<file path="config.mk">
export PLATFORM = sky130hd
export DESIGN_NAME = naf_formatter
export DESIGN_NICKNAME = d
export VERILOG_FILES = /design/src/naf_pkg.sv /design/src/naf_fifo.sv /design/src/naf_formatter.sv
export SDC_FILE = /design/constraint.sdc
export NUM_CORES = 2
export LEC_CHECK = 0
export BUFFER_PORTS_ARGS = -buffer_cell sky130_fd_sc_hd__buf_2
export CAP_MARGIN = 5
export CORE_ASPECT_RATIO = 1.25
export CORE_MARGIN = 2
export CORE_UTILIZATION = 34
export CTS_CLUSTER_SIZE = 25
export DETAILED_ROUTE_END_ITERATION = 10
export HOLD_SLACK_MARGIN = 0.1
export SKIP_LAST_GASP = 1
export SYNTH_ARGS = -nofsm -noshare
export SYNTH_HDL_FRONTEND = slang
export SYNTH_HIERARCHICAL = 1
export SYNTH_SLANG_ARGS = --single-unit
</file>
<file path="constraint.sdc">
create_clock -name i_mclk -period 6 [get_ports i_mclk]
set_input_delay 0 -clock i_mclk [delete_from_list [all_inputs] [get_ports i_mclk]]
set_output_delay 0 -clock i_mclk [all_outputs]
set_load 0.01 [all_outputs]
</file>
<file path="src/naf_pkg.sv">
// Shared constants and types for the NAND phase formatter
package naf_pkg;
  localparam int CHIP_HI = 31;
  localparam int CHIP_LO = 24;
  localparam int CYC_HI = 23;
  localparam int CYC_LO = 21;
  localparam int CLR_CS_BIT = 21;
  localparam int END_VALID_BIT = 20;
  localparam int PHASE_BIT = 19;
  localparam int END_HI = 18;
  localparam int END_LO = 11;
  localparam int START_HI = 10;
  localparam int START_LO = 3;
  localparam int ECC_LAST_BIT = 10;
  localparam int LANE_HI = 2;
  localparam logic [1:0] RESP_OKAY = 2'h0;
  localparam logic [2:0] LANE_LAST = 3'h7;
  // Low time of a NAND strobe (one tick) and the clock it is counted in
  localparam int CLK_NS = 20;
  localparam int STROBE_NS = 40;
  localparam int TICK_CYC = (STROBE_NS + CLK_NS - 1) / CLK_NS;
  localparam int FIFO_DEPTH = 16;
  typedef enum logic [3:0] {
    ST_IDLE, ST_CMD, ST_ADDR, ST_END, ST_DRAIN, ST_WDATA, ST_RESP, ST_RDATA, ST_RBEAT
  } naf_state_t;
endpackage

</file>
<file path="src/naf_fifo.sv">
// Write data FIFO with registered output stage
`timescale 1ns/10ps
module naf_fifo #(
  parameter int WIDTH = 73,
  parameter int DEPTH = 16
) (
  input wire logic i_mclk,
  input wire logic i_arst_n,
  input wire logic i_valid,
  input wire logic [WIDTH-1:0] i_data,
  output logic o_ready,
  output logic o_valid,
  output logic [WIDTH-1:0] o_data,
  input wire logic i_ready
);
  localparam int AW = $clog2(DEPTH);
  logic [WIDTH-1:0] mem [DEPTH];
  logic [AW-1:0] wp_r;
  logic [AW-1:0] rp_r;
  logic [AW:0] cnt_r;
  logic [AW:0] cnt_nxt;
  wire push = i_valid & o_ready;
  wire load = (cnt_r != '0) & (~o_valid | i_ready);
  assign cnt_nxt = cnt_r + {{AW{1'b0}}, push} - {{AW{1'b0}}, load};

  always_ff @(posedge i_mclk)
  begin
    if (push)
      mem[wp_r] <= i_data;
  end

  always_ff @(posedge i_mclk or negedge i_arst_n)
  begin
    if (!i_arst_n)
    begin
      wp_r <= '0;
      rp_r <= '0;
      cnt_r <= '0;
      o_ready <= 1'b0;
      o_valid <= 1'b0;
      o_data <= '0;
    end
    else
    begin
      wp_r <= push ? wp_r + 1'b1 : wp_r;
      rp_r <= load ? rp_r + 1'b1 : rp_r;
      cnt_r <= cnt_nxt;
      // Ready is registered, so it looks one word ahead of the count
      o_ready <= (cnt_nxt < (AW + 1)'(DEPTH - 1)) | ((cnt_nxt == (AW + 1)'(DEPTH - 1)) & ~push);
      if (load)
      begin
        o_data <= mem[rp_r];
        o_valid <= 1'b1;
      end
      else if (i_ready)
        o_valid <= 1'b0;
    end
  end
endmodule

</file>
<file path="src/naf_formatter.sv">
// AXI to NAND command and data phase formatter
`timescale 1ns/10ps
module naf_formatter #(
  parameter int NCS = 2,
  parameter int DEPTH = naf_pkg::FIFO_DEPTH
) (
  input wire logic i_mclk,
  input wire logic i_arst_n,
  input wire logic [NCS*8-1:0] i_chip_mask,
  input wire logic [NCS*8-1:0] i_chip_match,
  input wire logic i_cs_hold,
  input wire logic i_ecc_en,
  input wire logic i_rdy_clr,
  input wire logic i_aw_valid,
  input wire logic [31:0] i_aw_addr,
  output logic o_aw_ready,
  input wire logic i_w_valid,
  input wire logic [63:0] i_w_data,
  input wire logic [7:0] i_w_strb,
  input wire logic i_w_last,
  output logic o_w_ready,
  output logic o_b_valid,
  output logic [1:0] o_b_resp,
  input wire logic i_b_ready,
  input wire logic i_ar_valid,
  input wire logic [31:0] i_ar_addr,
  input wire logic [7:0] i_ar_len,
  input wire logic [2:0] i_ar_size,
  output logic o_ar_ready,
  output logic o_r_valid,
  output logic [63:0] o_r_data,
  output logic [1:0] o_r_resp,
  output logic o_r_last,
  input wire logic i_r_ready,
  output logic [NCS-1:0] o_cs_n,
  output logic o_cle,
  output logic o_ale,
  output logic o_we_n,
  output logic o_re_n,
  input wire logic [7:0] i_dq,
  output logic [7:0] o_dq,
  output logic o_dq_oe,
  input wire logic i_rb,
  output logic o_rdy_flag,
  output logic o_ecc_last
);
  function automatic logic [NCS-1:0] chip_hit(input logic [7:0] top,
      input logic [NCS*8-1:0] msk, input logic [NCS*8-1:0] mat);
    logic [NCS-1:0] h;
    h = '0;
    for (int i = 0; i < NCS; i++)
      h[i] = (top & msk[i*8 +: 8]) == mat[i*8 +: 8];
    return h;
  endfunction

  function automatic logic [3:0] size_bytes(input logic [2:0] sz);
    return (sz > 3'h3) ? 4'h8 : 4'(4'h1 << sz);
  endfunction

  naf_pkg::naf_state_t state_r;
  logic [31:0] addr_r;
  logic [2:0] cyc_left_r;
  logic [2:0] lane_r;
  logic [7:0] beats_left_r;
  logic [3:0] bytes_left_r;
  logic [2:0] size_r;
  logic [1:0] tcnt_r;
  logic ce_act_r;
  logic ce_ph_r;
  logic [7:0] dq_s1_r;
  logic [7:0] dq_s2_r;
  logic rb_s1_r;
  logic rb_s2_r;
  logic rb_d_r;

  // FIFO word: last flag, strobes, data
  logic f_v;
  logic [72:0] f_word;
  logic f_pop;
  wire [63:0] f_data = f_word[63:0];
  wire [7:0] f_strb = f_word[71:64];
  wire f_last = f_word[72];

  naf_fifo #(.WIDTH(73), .DEPTH(DEPTH)) u_wfifo (
    .i_mclk(i_mclk),
    .i_arst_n(i_arst_n),
    .i_valid(i_w_valid),
    .i_data({i_w_last, i_w_strb, i_w_data}),
    .o_ready(o_w_ready),
    .o_valid(f_v),
    .o_data(f_word),
    .i_ready(f_pop)
  );

  wire aw_take = i_aw_valid & o_aw_ready;
  wire ar_take = i_ar_valid & o_ar_ready;
  wire is_data = addr_r[naf_pkg::PHASE_BIT];
  wire end_ok = addr_r[naf_pkg::END_VALID_BIT];
  wire [7:0] start_op = addr_r[naf_pkg::START_HI:naf_pkg::START_LO];
  wire [7:0] end_op = addr_r[naf_pkg::END_HI:naf_pkg::END_LO];
  wire [7:0] lane_byte = f_data[{lane_r, 3'h0} +: 8];
  wire tick = (tcnt_r == 2'h0);
  wire ce_done = ce_act_r & ce_ph_r & tick;
  wire last_lane = (lane_r == naf_pkg::LANE_LAST);
  wire wd_adv = (state_r == naf_pkg::ST_WDATA) & f_v & (~f_strb[lane_r] | ce_done);
  wire ad_adv = (state_r == naf_pkg::ST_ADDR) & ce_done;
  wire drain_pop = (state_r == naf_pkg::ST_DRAIN) & f_v;
  wire finish = ((state_r == naf_pkg::ST_RESP) & i_b_ready)
              | ((state_r == naf_pkg::ST_RBEAT) & i_r_ready & o_r_last);
  // Data phases end by bit 21; command phases by the hold tie-off
  wire cs_release = is_data ? addr_r[naf_pkg::CLR_CS_BIT] : ~i_cs_hold;
  wire rb_rise = rb_s2_r & ~rb_d_r;

  // address byte use
  // The word holding the final address byte is left for the drain, which sees its last flag
  assign f_pop = drain_pop | (ad_adv & last_lane & (cyc_left_r != 3'h1))
               | (wd_adv & last_lane);

  // Strobe request and what it puts on the pins
  wire ce_req = (state_r == naf_pkg::ST_CMD) | (state_r == naf_pkg::ST_END)
              | ((state_r == naf_pkg::ST_ADDR) & f_v)
              | ((state_r == naf_pkg::ST_WDATA) & f_v & f_strb[lane_r])
              | (state_r == naf_pkg::ST_RDATA);
  wire ce_start = ce_req & ~ce_act_r & tick;
  wire req_cle = (state_r == naf_pkg::ST_CMD) | (state_r == naf_pkg::ST_END);
  wire req_ale = (state_r == naf_pkg::ST_ADDR);
  wire req_rd = (state_r == naf_pkg::ST_RDATA);
  wire [7:0] req_byte = (state_r == naf_pkg::ST_CMD) ? start_op
                      : (state_r == naf_pkg::ST_END) ? end_op : lane_byte;

  // Pins from outside pass two flops before use
  always_ff @(posedge i_mclk or negedge i_arst_n)
  begin
    if (!i_arst_n)
    begin
      dq_s1_r <= 8'h00;
      dq_s2_r <= 8'h00;
      // Wired ready line idles high, so no false rise follows reset
      rb_s1_r <= 1'b1;
      rb_s2_r <= 1'b1;
      rb_d_r <= 1'b1;
      o_rdy_flag <= 1'b0;
    end
    else
    begin
      dq_s1_r <= i_dq;
      dq_s2_r <= dq_s1_r;
      rb_s1_r <= i_rb;
      rb_s2_r <= rb_s1_r;
      rb_d_r <= rb_s2_r;
      // sticky ready flag, a new rise beats the clear
      o_rdy_flag <= rb_rise | (o_rdy_flag & ~i_rdy_clr);
    end
  end

  // Strobe engine: one tick low, then two ticks high before the next byte starts
  always_ff @(posedge i_mclk or negedge i_arst_n)
  begin
    if (!i_arst_n)
    begin
      tcnt_r <= 2'h0;
      ce_act_r <= 1'b0;
      ce_ph_r <= 1'b0;
      o_cle <= 1'b0;
      o_ale <= 1'b0;
      o_we_n <= 1'b1;
      o_re_n <= 1'b1;
      o_dq <= 8'h00;
      o_dq_oe <= 1'b0;
    end
    else
    begin
      tcnt_r <= tick ? 2'(naf_pkg::TICK_CYC - 1) : tcnt_r - 2'h1;
      if (ce_start)
      begin
        ce_act_r <= 1'b1;
        ce_ph_r <= 1'b0;
        o_cle <= req_cle;
        o_ale <= req_ale;
        o_we_n <= req_rd;
        o_re_n <= ~req_rd;
        o_dq <= req_byte;
        o_dq_oe <= ~req_rd;
      end
      else if (ce_act_r & tick & ~ce_ph_r)
      begin
        ce_ph_r <= 1'b1;
        o_we_n <= 1'b1;
        o_re_n <= 1'b1;
      end
      else if (ce_done)
      begin
        ce_act_r <= 1'b0;
        o_cle <= 1'b0;
        o_ale <= 1'b0;
        o_dq_oe <= 1'b0;
      end
    end
  end

  always_ff @(posedge i_mclk or negedge i_arst_n)
  begin
    if (!i_arst_n)
    begin
      state_r <= naf_pkg::ST_IDLE;
      addr_r <= 32'h0000_0000;
      cyc_left_r <= 3'h0;
      lane_r <= 3'h0;
      beats_left_r <= 8'h00;
      bytes_left_r <= 4'h0;
      size_r <= 3'h0;
      o_aw_ready <= 1'b1;
      o_ar_ready <= 1'b0;
      o_b_valid <= 1'b0;
      o_b_resp <= naf_pkg::RESP_OKAY;
      o_r_valid <= 1'b0;
      o_r_data <= 64'h0;
      o_r_resp <= naf_pkg::RESP_OKAY;
      o_r_last <= 1'b0;
      o_cs_n <= '1;
      o_ecc_last <= 1'b0;
    end
    else
    begin
      o_ecc_last <= 1'b0;
      unique case (state_r)
        naf_pkg::ST_IDLE:
        begin
          // Offer the two channels in turn, writes first after each finish, so steady writes starve reads
          o_aw_ready <= o_ar_ready & ~ar_take;
          o_ar_ready <= o_aw_ready & ~aw_take;
          lane_r <= aw_take ? i_aw_addr[naf_pkg::LANE_HI:0] : i_ar_addr[naf_pkg::LANE_HI:0];
          if (aw_take)
          begin
            addr_r <= i_aw_addr;
            // write side select; no hit leaves all off
            o_cs_n <= ~chip_hit(i_aw_addr[naf_pkg::CHIP_HI:naf_pkg::CHIP_LO],
                i_chip_mask, i_chip_match);
            // address cycle count, command phases only
            cyc_left_r <= i_aw_addr[naf_pkg::PHASE_BIT] ? 3'h0
                        : i_aw_addr[naf_pkg::CYC_HI:naf_pkg::CYC_LO];
            state_r <= i_aw_addr[naf_pkg::PHASE_BIT] ? naf_pkg::ST_WDATA : naf_pkg::ST_CMD;
          end
          else if (ar_take)
          begin
            addr_r <= i_ar_addr;
            o_cs_n <= ~chip_hit(i_ar_addr[naf_pkg::CHIP_HI:naf_pkg::CHIP_LO],
                i_chip_mask, i_chip_match);
            beats_left_r <= i_ar_len;
            size_r <= i_ar_size;
            bytes_left_r <= size_bytes(i_ar_size);
            o_r_data <= 64'h0;
            // read data phase; reads never start a command phase
            state_r <= naf_pkg::ST_RDATA;
          end
        end
        naf_pkg::ST_CMD:
        begin
          // closing opcode only after the address cycles
          if (ce_done)
            state_r <= (cyc_left_r != 3'h0) ? naf_pkg::ST_ADDR
                     : end_ok ? naf_pkg::ST_END : naf_pkg::ST_DRAIN;
        end
        naf_pkg::ST_ADDR:
        begin
          if (ad_adv)
          begin
            lane_r <= lane_r + 3'h1;
            cyc_left_r <= cyc_left_r - 3'h1;
            if (cyc_left_r == 3'h1)
              state_r <= end_ok ? naf_pkg::ST_END : naf_pkg::ST_DRAIN;
          end
        end
        naf_pkg::ST_END:
        begin
          if (ce_done)
            state_r <= is_data ? naf_pkg::ST_RESP : naf_pkg::ST_DRAIN;
        end
        naf_pkg::ST_DRAIN:
        begin
          // Leftover beats of a split address write are dropped
          if (drain_pop & f_last)
            state_r <= naf_pkg::ST_RESP;
        end
        naf_pkg::ST_WDATA:
        begin
          // unstrobed lanes skipped, first lane from bits 2:0
          if (wd_adv)
          begin
            lane_r <= lane_r + 3'h1;
            // closing opcode after the written data
            if (last_lane & f_last)
              state_r <= end_ok ? naf_pkg::ST_END : naf_pkg::ST_RESP;
          end
        end
        naf_pkg::ST_RESP:
        begin
          o_b_valid <= ~i_b_ready;
          o_b_resp <= naf_pkg::RESP_OKAY;
        end
        naf_pkg::ST_RDATA:
        begin
          if (ce_done)
          begin
            o_r_data[{lane_r, 3'h0} +: 8] <= dq_s2_r;
            lane_r <= lane_r + 3'h1;
            bytes_left_r <= bytes_left_r - 4'h1;
            if (bytes_left_r == 4'h1)
            begin
              o_r_valid <= 1'b1;
              o_r_last <= (beats_left_r == 8'h00);
              o_r_resp <= naf_pkg::RESP_OKAY;
              state_r <= naf_pkg::ST_RBEAT;
            end
          end
        end
        naf_pkg::ST_RBEAT:
        begin
          if (i_r_ready)
          begin
            o_r_valid <= 1'b0;
            o_r_last <= 1'b0;
            if (!o_r_last)
            begin
              beats_left_r <= beats_left_r - 8'h01;
              bytes_left_r <= size_bytes(size_r);
              o_r_data <= 64'h0;
              state_r <= naf_pkg::ST_RDATA;
            end
          end
        end
      endcase
      if ((state_r != naf_pkg::ST_RESP) && (state_r != naf_pkg::ST_IDLE))
        o_b_valid <= (state_r == naf_pkg::ST_DRAIN) ? drain_pop & f_last
                   : ((state_r == naf_pkg::ST_WDATA) & wd_adv & last_lane & f_last & ~end_ok)
                   | ((state_r == naf_pkg::ST_END) & ce_done & is_data);
      if (finish)
      begin
        state_r <= naf_pkg::ST_IDLE;
        o_aw_ready <= 1'b1;
        o_ar_ready <= 1'b0;
        // release on bit 21; hold across command to data
        if (cs_release)
          o_cs_n <= '1;
        // page last marker, gated by ECC enable
        o_ecc_last <= is_data & addr_r[naf_pkg::ECC_LAST_BIT] & i_ecc_en;
      end
    end
  end
endmodule

</file>
* Word-level counts from Yosys, hierarchy flattened
Memories as Yosys holds them, arrays and structs flattened. A register that Yosys moved wholly into a read port is not among the register bits.
Index checks and enable logic that the tools add are counted.
W data, S select, Z words.
** Cells by class
- $add $sub $neg :: 10
- Magnitude comparators :: 4
- Equality and inequality tests :: 40
- Shift operators :: 5
- Multiplexer cells :: 91
- Bitwise gates (word level) :: 68
- Reduce and logical (&&, ||, !) cells :: 29
** Operators by type and width (number)
- $mux W64 :: 5
- $pmux W64 S3 :: 1
- $mux W4 :: 22
- $bwmux W64 :: 1
- $shift A8 B8 Y64 const A :: 1
- $shiftx A64 B7 Y8 :: 1
- $shiftx A8 B8 Y64 :: 1
- $mux W8 :: 6
- $mux W22 :: 2
- $and A1 B1 Y1 :: 37
- $and A8 B8 Y8 :: 4
- $eq A8 B8 Y1 :: 4
- $pmux W4 S8 :: 1
- $mux W3 :: 10
- $mux W1 :: 29
- $ne A3 B3 Y1 const B :: 8
- $ne A2 B2 Y1 const B :: 9
- $reduce_bool A2 Y1 :: 9
- $eq A4 B3 Y1 const B :: 4
- $pmux W8 S2 :: 1
- $mux W2 :: 7
- $not A1 Y1 :: 13
- $reduce_and A13 Y1 :: 1
- $or A1 B1 Y1 :: 12
- 44 further kinds :: 58
** Word-level totals
- Flip-flop bits (word level) :: 171
- RAM bits :: 1168
- Input bits :: 199
- Output and inout bits :: 91
- Word-level logic and storage cells :: 283
- Memories kept :: 1
** Memory list
- u_wfifo.mem :: depth 16, width 73, read ports 1, clocked after memory_dff 1, wr ports 1, RTL line naf_fifo.sv:17 : logic [WIDTH-1:0] mem [DEPTH];

* Depth between registers and ports, before layout
- Depth in word-level cells :: 13
- Mapped depth :: 21
- Mapped depth without buffers :: 16

* By module
The synthesis kept the hierarchy.
** Modules (own cells, without submodules)
- naf_fifo :: times used 1, cells each 2049, area an instance 47196.5 um2, sequential area each 37275.8 um2
- naf_formatter :: times used 1, cells each 787, area an instance 8104.0 um2, sequential area each 3838.7 um2

* Worst setup path before layout
Ideal clock, no wire load.
- Path kind :: register -> register
- From :: reg u_wfifo.o_ready
- To :: mem u_wfifo.mem[3][0] (enable)
- Setup time :: 0.594 ns
- Data arrival time :: 5.909 ns
- Data required time :: 5.406 ns
- Slack :: -0.503 ns
- Stages on the path, launching flop included :: 5
- Path buffers :: 1
- Clock period less this slack :: 6.503 ns
- Cells stage by stage :: dfrtp_1 and2_1 clkbuf_1 nand2_1 nor3_1
** Between the ends
- Word-level cells in the longest chain between the ends :: 3
** RTL lines
- from (decl) :: RTL line naf_fifo.sv:11 : output logic o_ready,
- from (signal assigned) :: RTL line naf_fifo.sv:49 : o_ready <= (cnt_nxt < (AW + 1)'(DEPTH - 1)) | ((cnt_nxt == (AW + 1)'(DEPTH - 1)) & ~push);
- $and A1 B1 Y1 :: RTL line naf_fifo.sv:22 : wire push = i_valid & o_ready;
- $mux W1 :: RTL line naf_fifo.sv:28 : if (push)
- $mux W1 (not written as such) :: RTL line naf_fifo.sv:29 : mem[wp_r] <= i_data;
- to (decl) :: RTL line naf_fifo.sv:17
Every way passes these cells.

* Final worst setup path
- From :: reg lane_r[0]
- To :: reg u_wfifo.o_ready
** Between the ends
- Word-level cells in the longest chain between the ends :: 13
- Elaborated cells on any way between the ends :: 18
- Classes of those cells :: add/sub (1); order compare (1); eq/ne (2); mux (2); bitwise (12)
** RTL lines
- from (decl) :: RTL line naf_formatter.sv:63 : logic [2:0] lane_r;
- from (signal assigned) :: RTL line naf_formatter.sv:232 : lane_r <= aw_take ? i_aw_addr[naf_pkg::LANE_HI:0] : i_ar_addr[naf_pkg::LANE_HI:0];
- from (signal assigned) :: RTL line naf_formatter.sv:268 : lane_r <= lane_r + 3'h1;
- from (signal assigned) :: RTL line naf_formatter.sv:290 : lane_r <= lane_r + 3'h1;
- $bmux W1 S3 :: RTL line naf_formatter.sv:105 : wire wd_adv = (state_r == naf_pkg::ST_WDATA) & f_v & (~f_strb[lane_r] | ce_done);
- $mux W1 (not written as such) :: RTL line naf_formatter.sv:105
- $not A1 Y1 :: RTL line naf_formatter.sv:105
- $or A1 B1 Y1 :: RTL line naf_formatter.sv:105
- $and A1 B1 Y1 :: RTL line naf_formatter.sv:105
- $and A1 B1 Y1 :: RTL line naf_formatter.sv:117 : | (wd_adv & last_lane);
- $or A1 B1 Y1 (*) :: RTL line naf_formatter.sv:117
- via f_pop :: RTL line naf_formatter.sv:79 : logic f_pop;
- $or A1 B1 Y1 (*) :: RTL line naf_fifo.sv:23 : wire load = (cnt_r != '0) & (~o_valid | i_ready);
- $and A1 B1 Y1 (*) :: RTL line naf_fifo.sv:23
- $sub A5 B1 Y5 (*) :: RTL line naf_fifo.sv:24 : assign cnt_nxt = cnt_r + {{AW{1'b0}}, push} - {{AW{1'b0}}, load};
- via u_wfifo.cnt_nxt[4] :: RTL line naf_fifo.sv:21 : logic [AW:0] cnt_nxt;
- branches (longest 2 deep; another with $lt A5 B4 Y1)
- $or A1 B1 Y1 (*) :: RTL line naf_fifo.sv:49
Mark *: on every way through the listed nets, which the timed path passes. The select of a mux whose other input is x is not followed.
A chain may end at the register's enable or synchronous reset.

==> results.cfg <==
[cts]
cts_tree = yes
cts_setup_buffers = 0
worstSkewPairLatency_ps = 780
numCtsBuffers = 137
clock_path_buffers = 3
htree_levels = 4
cts_root_buf = clkbuf_16
path_clk_slew_ps = 60
clock-sinks = 1409
cts-resized-gates = 0

[run_status]
status = finished, final reports clean

[floorplanning]
rows = 165
fp.dieH_um = 455
initial_utilization_pct = 34.2
die_x_um = 365
dieArea_sq_um = 166000
io_pins = 290
placeableCoreArea_sq_um = 162000

[global_route]
first_global_vias = 30356
grt_max_degree = 91
grt_pass1_wl_um = 204000
track_usage_pct = 16.8
antenna_found_initial = 22
grt-ovfl-total = 0

[synthesis]
ys_ff_latch = 1409
ys.flop_type = edfxtp_1
synth-edff-count = 1168
yosysSeqAreaShare_pct = 74.3
avgSynthCellArea_sq_um = 19.5
synth_cell_type_count = 78
async_flop_share_pct = 17.1
synth_area_sq_um = 55300
synthCells = 2836
yosys_warnings = 6

[detailed_routing]
firstDrtPassIters = 7
drtIter0Drc = 2329
via_count = 29516
ant_nets = 0
wire_per_inst_um = 24.9
routed_via_density = 5.21
drcViolationCount = 0
drt-total-wl_um = 141000

[power_and_ir_drop]
p_leak_uw = 0.0224
worst_ir_drop_vdd_v = 0.000246
total_power_uw = 19500
power_density_nw_per_um2 = 295

[cells_and_area]
stdcell_area_sq_um = 66000
fillers = 14252
layout.nets = 3601
ff_latch_area_sq_um = 41100
final_common_cell = edfxtp_1
area_delta_synth_final_pct = 19.4
stdcell_count = 5664
multiInputGateArea_sq_um = 13300
mostFrequentLayoutCells = edfxtp_1 (1168), mux4_2 (309), buf_2 (282)
drive_gt1_share_pct = 27.7

[worst_setup_path]
required_ps = 6630
critical_path_class = register to register
cp-start-kind = register
end_kind = register
cp_max_fo = 47
worst_ep_arrival_time_ps = 5100

[placed_design]
hpwl_um = 78700
place_area_sq_um = 59300
dp.cells = 5178
gp_congestion = 0.770
io_buffers = 283

[timing]
setup_viol = 0
hold_slack_ps = 150
rsz0062_at_grt = no
tightest_slew_ps = 1120
post-route-period-util_pct = 74.5
hold_viol = 0
max_freq_mhz = 224
fin_crit_ps = 4470
tns_ps = 0
fin_skew_ps = 29.1
maxSlewHeadroom_pct = 25.2
drv_slew = 0

[flow_run]
cap_violations = 0

[worst_hold_path]
hold_class = primary input to register
-- through the flow --
step	setup WS, ps	utilization, %
after floorplan	1460	-
after global placement	1480	36.7
after detailed placement	1460	36.7
after CTS	1440	40.9
after global routing	1180	40.9
final	1530	40.9
-- sequential cells by signal (all words and copies together), names as in the netlist, 2 cells and up --
| signal | count |
|---|---|
| dq_s2_r | 8 |
| u_wfifo/wp_r | 4 |
| bytes_left_r | 4 |
| dq_s1_r | 8 |
| o_r_data | 64 |
| o_dq | 8 |
| u_wfifo/o_data | 73 |
| tcnt_r | 2 |
| cyc_left_r | 3 |
| u_wfifo/rp_r | 4 |
| beats_left_r | 8 |
| lane_r | 3 |
| u_wfifo/mem | 1168 |
| u_wfifo/cnt_r | 5 |
| addr_r | 19 |
| state_r | 4 |
| o_cs_n | 2 |
| size_r | 3 |
-- per-layer routing --
metal	global-route usage [%]	up-vias	share of wire, %	wire, um
li1	-	12656	-	-
met1	21.3	15504	40	56800
met2	28.6	1052	50	70200
met3	3.29	276	6.5	9210
met4	5.91	28	3.1	4390
met5	0	-	0.12	175
-- synthesized netlist by cell type (3+ instances only) --
| cell | instances | share of area (%) |
|---|---|---|
| a31oi_1 | 15 | 0.17 |
| a22oi_1 | 6 | 0.081 |
| a22o_1 | 65 | 1.0 |
| inv_1 | 34 | 0.23 |
| edfxtp_1 | 1168 | 63 |
| o21ai_0 | 34 | 0.31 |
| or4_1 | 3 | 0.041 |
| xor2_1 | 33 | 0.52 |
| mux2_2 | 75 | 1.5 |
| nor2b_1 | 12 | 0.14 |
| nand4_1 | 8 | 0.091 |
| buf_6 | 22 | 0.45 |
| or2_1 | 3 | 0.034 |
| buf_4 | 14 | 0.19 |
| nand2b_1 | 8 | 0.091 |
| a211oi_1 | 10 | 0.14 |
| o22ai_1 | 140 | 1.6 |
| dfstp_2 | 8 | 0.38 |
| o21ai_1 | 4 | 0.036 |
| nor3_2 | 3 | 0.054 |
| and2_1 | 11 | 0.12 |
| ha_1 | 24 | 0.54 |
| and3_1 | 11 | 0.12 |
| mux2_4 | 3 | 0.081 |
| o21bai_1 | 3 | 0.041 |
| a21oi_1 | 119 | 1.1 |
| mux4_2 | 309 | 13 |
| clkbuf_1 | 64 | 0.43 |
| buf_1 | 26 | 0.18 |
| xnor2_1 | 9 | 0.14 |
| dfrtp_1 | 233 | 11 |
| or2_2 | 7 | 0.079 |
| a2111oi_0 | 6 | 0.095 |
| mux2i_1 | 37 | 0.67 |
| nor4_1 | 5 | 0.057 |
| buf_2 | 44 | 0.40 |
| nand3_1 | 19 | 0.17 |
| nor2_1 | 78 | 0.53 |
| nor3_1 | 19 | 0.17 |
| nand2_1 | 97 | 0.66 |
-- cell type report --
class	count	share of cell area, %
flip-flops and latches	1409	62.3
multi-input cells	1223	20.1
repair buffers	570	6.57
clock buffers	201	5.91
well taps	2171	4.11
clock inverters	52	0.784
inverters	36	0.212
diodes	2	0.00758
-- final timing paths --
path                            slack, ps  cells after the start             startpoint                            to
worst max-delay path                 1530                     16  lane_r[0]$_DFFE_PN0P_     u_wfifo/o_ready$_DFF_PN0_
worst min-delay path                  150                      2           i_w_data[48]  u_wfifo/mem[7][48]$_DFFE_PP_
worst max register to register       1530                     16  lane_r[0]$_DFFE_PN0P_     u_wfifo/o_ready$_DFF_PN0_
worst min register to register        350                      0   dq_s1_r[3]$_DFF_PN0_          dq_s2_r[3]$_DFF_PN0_
max in group asynchronous            4450                      4               i_arst_n   u_wfifo/rp_r[3]$_DFFE_PN0P_
min in group asynchronous             430                      3               i_arst_n           o_cs_n[1]$_DFF_PN1_
-- worst max-delay path, cell delays in order (launching register included) --
cell and delay [ps]:
dfrtp_2 700, mux2i_1 170, mux4_2 550, o21bai_1 240, o31ai_1 110, a32o_1 280
nor2b_1 130, or2_2 350, inv_6 220, ha_1 370, inv_1 40, ha_1 200
fa_1 440, a21oi_1 140, o21bai_1 90, xnor2_1 220, a31oi_1 70
-- power by group --
group	internal (uW)	total, uW	switching [uW]
clock	4810	8490	3680
sequential	10600	10600	15.5
combinational	166	401	235
total	15600	19500	3930
-- what timing repair did --
| action | in CTS | in global routing |
|---|---|---|
| hold endpoints to repair | 1366 | 0 |
| hold buffers | 231 | 0 |
| setup endpoints to repair | 0 | 0 |
-- kinds of logic (layout without fill, tap and decap cells) --
logic type / after synthesis / after routing / share of synthesized area, %
buffers and inverters: 207 / 859 / 1.92
other: 1 / 6 / 0.00678
DFF: 1409 / 1409 / 74.3
and+or+nand+nor: 300 / 300 / 2.64
AOI/OAI and AO/OA: 428 / 428 / 4.98
xor gates and xnor gates: 42 / 42 / 0.665
muxes: 424 / 424 / 14.9
adders and majority gates: 25 / 25 / 0.579
Power figures use the tool's default switching activity.
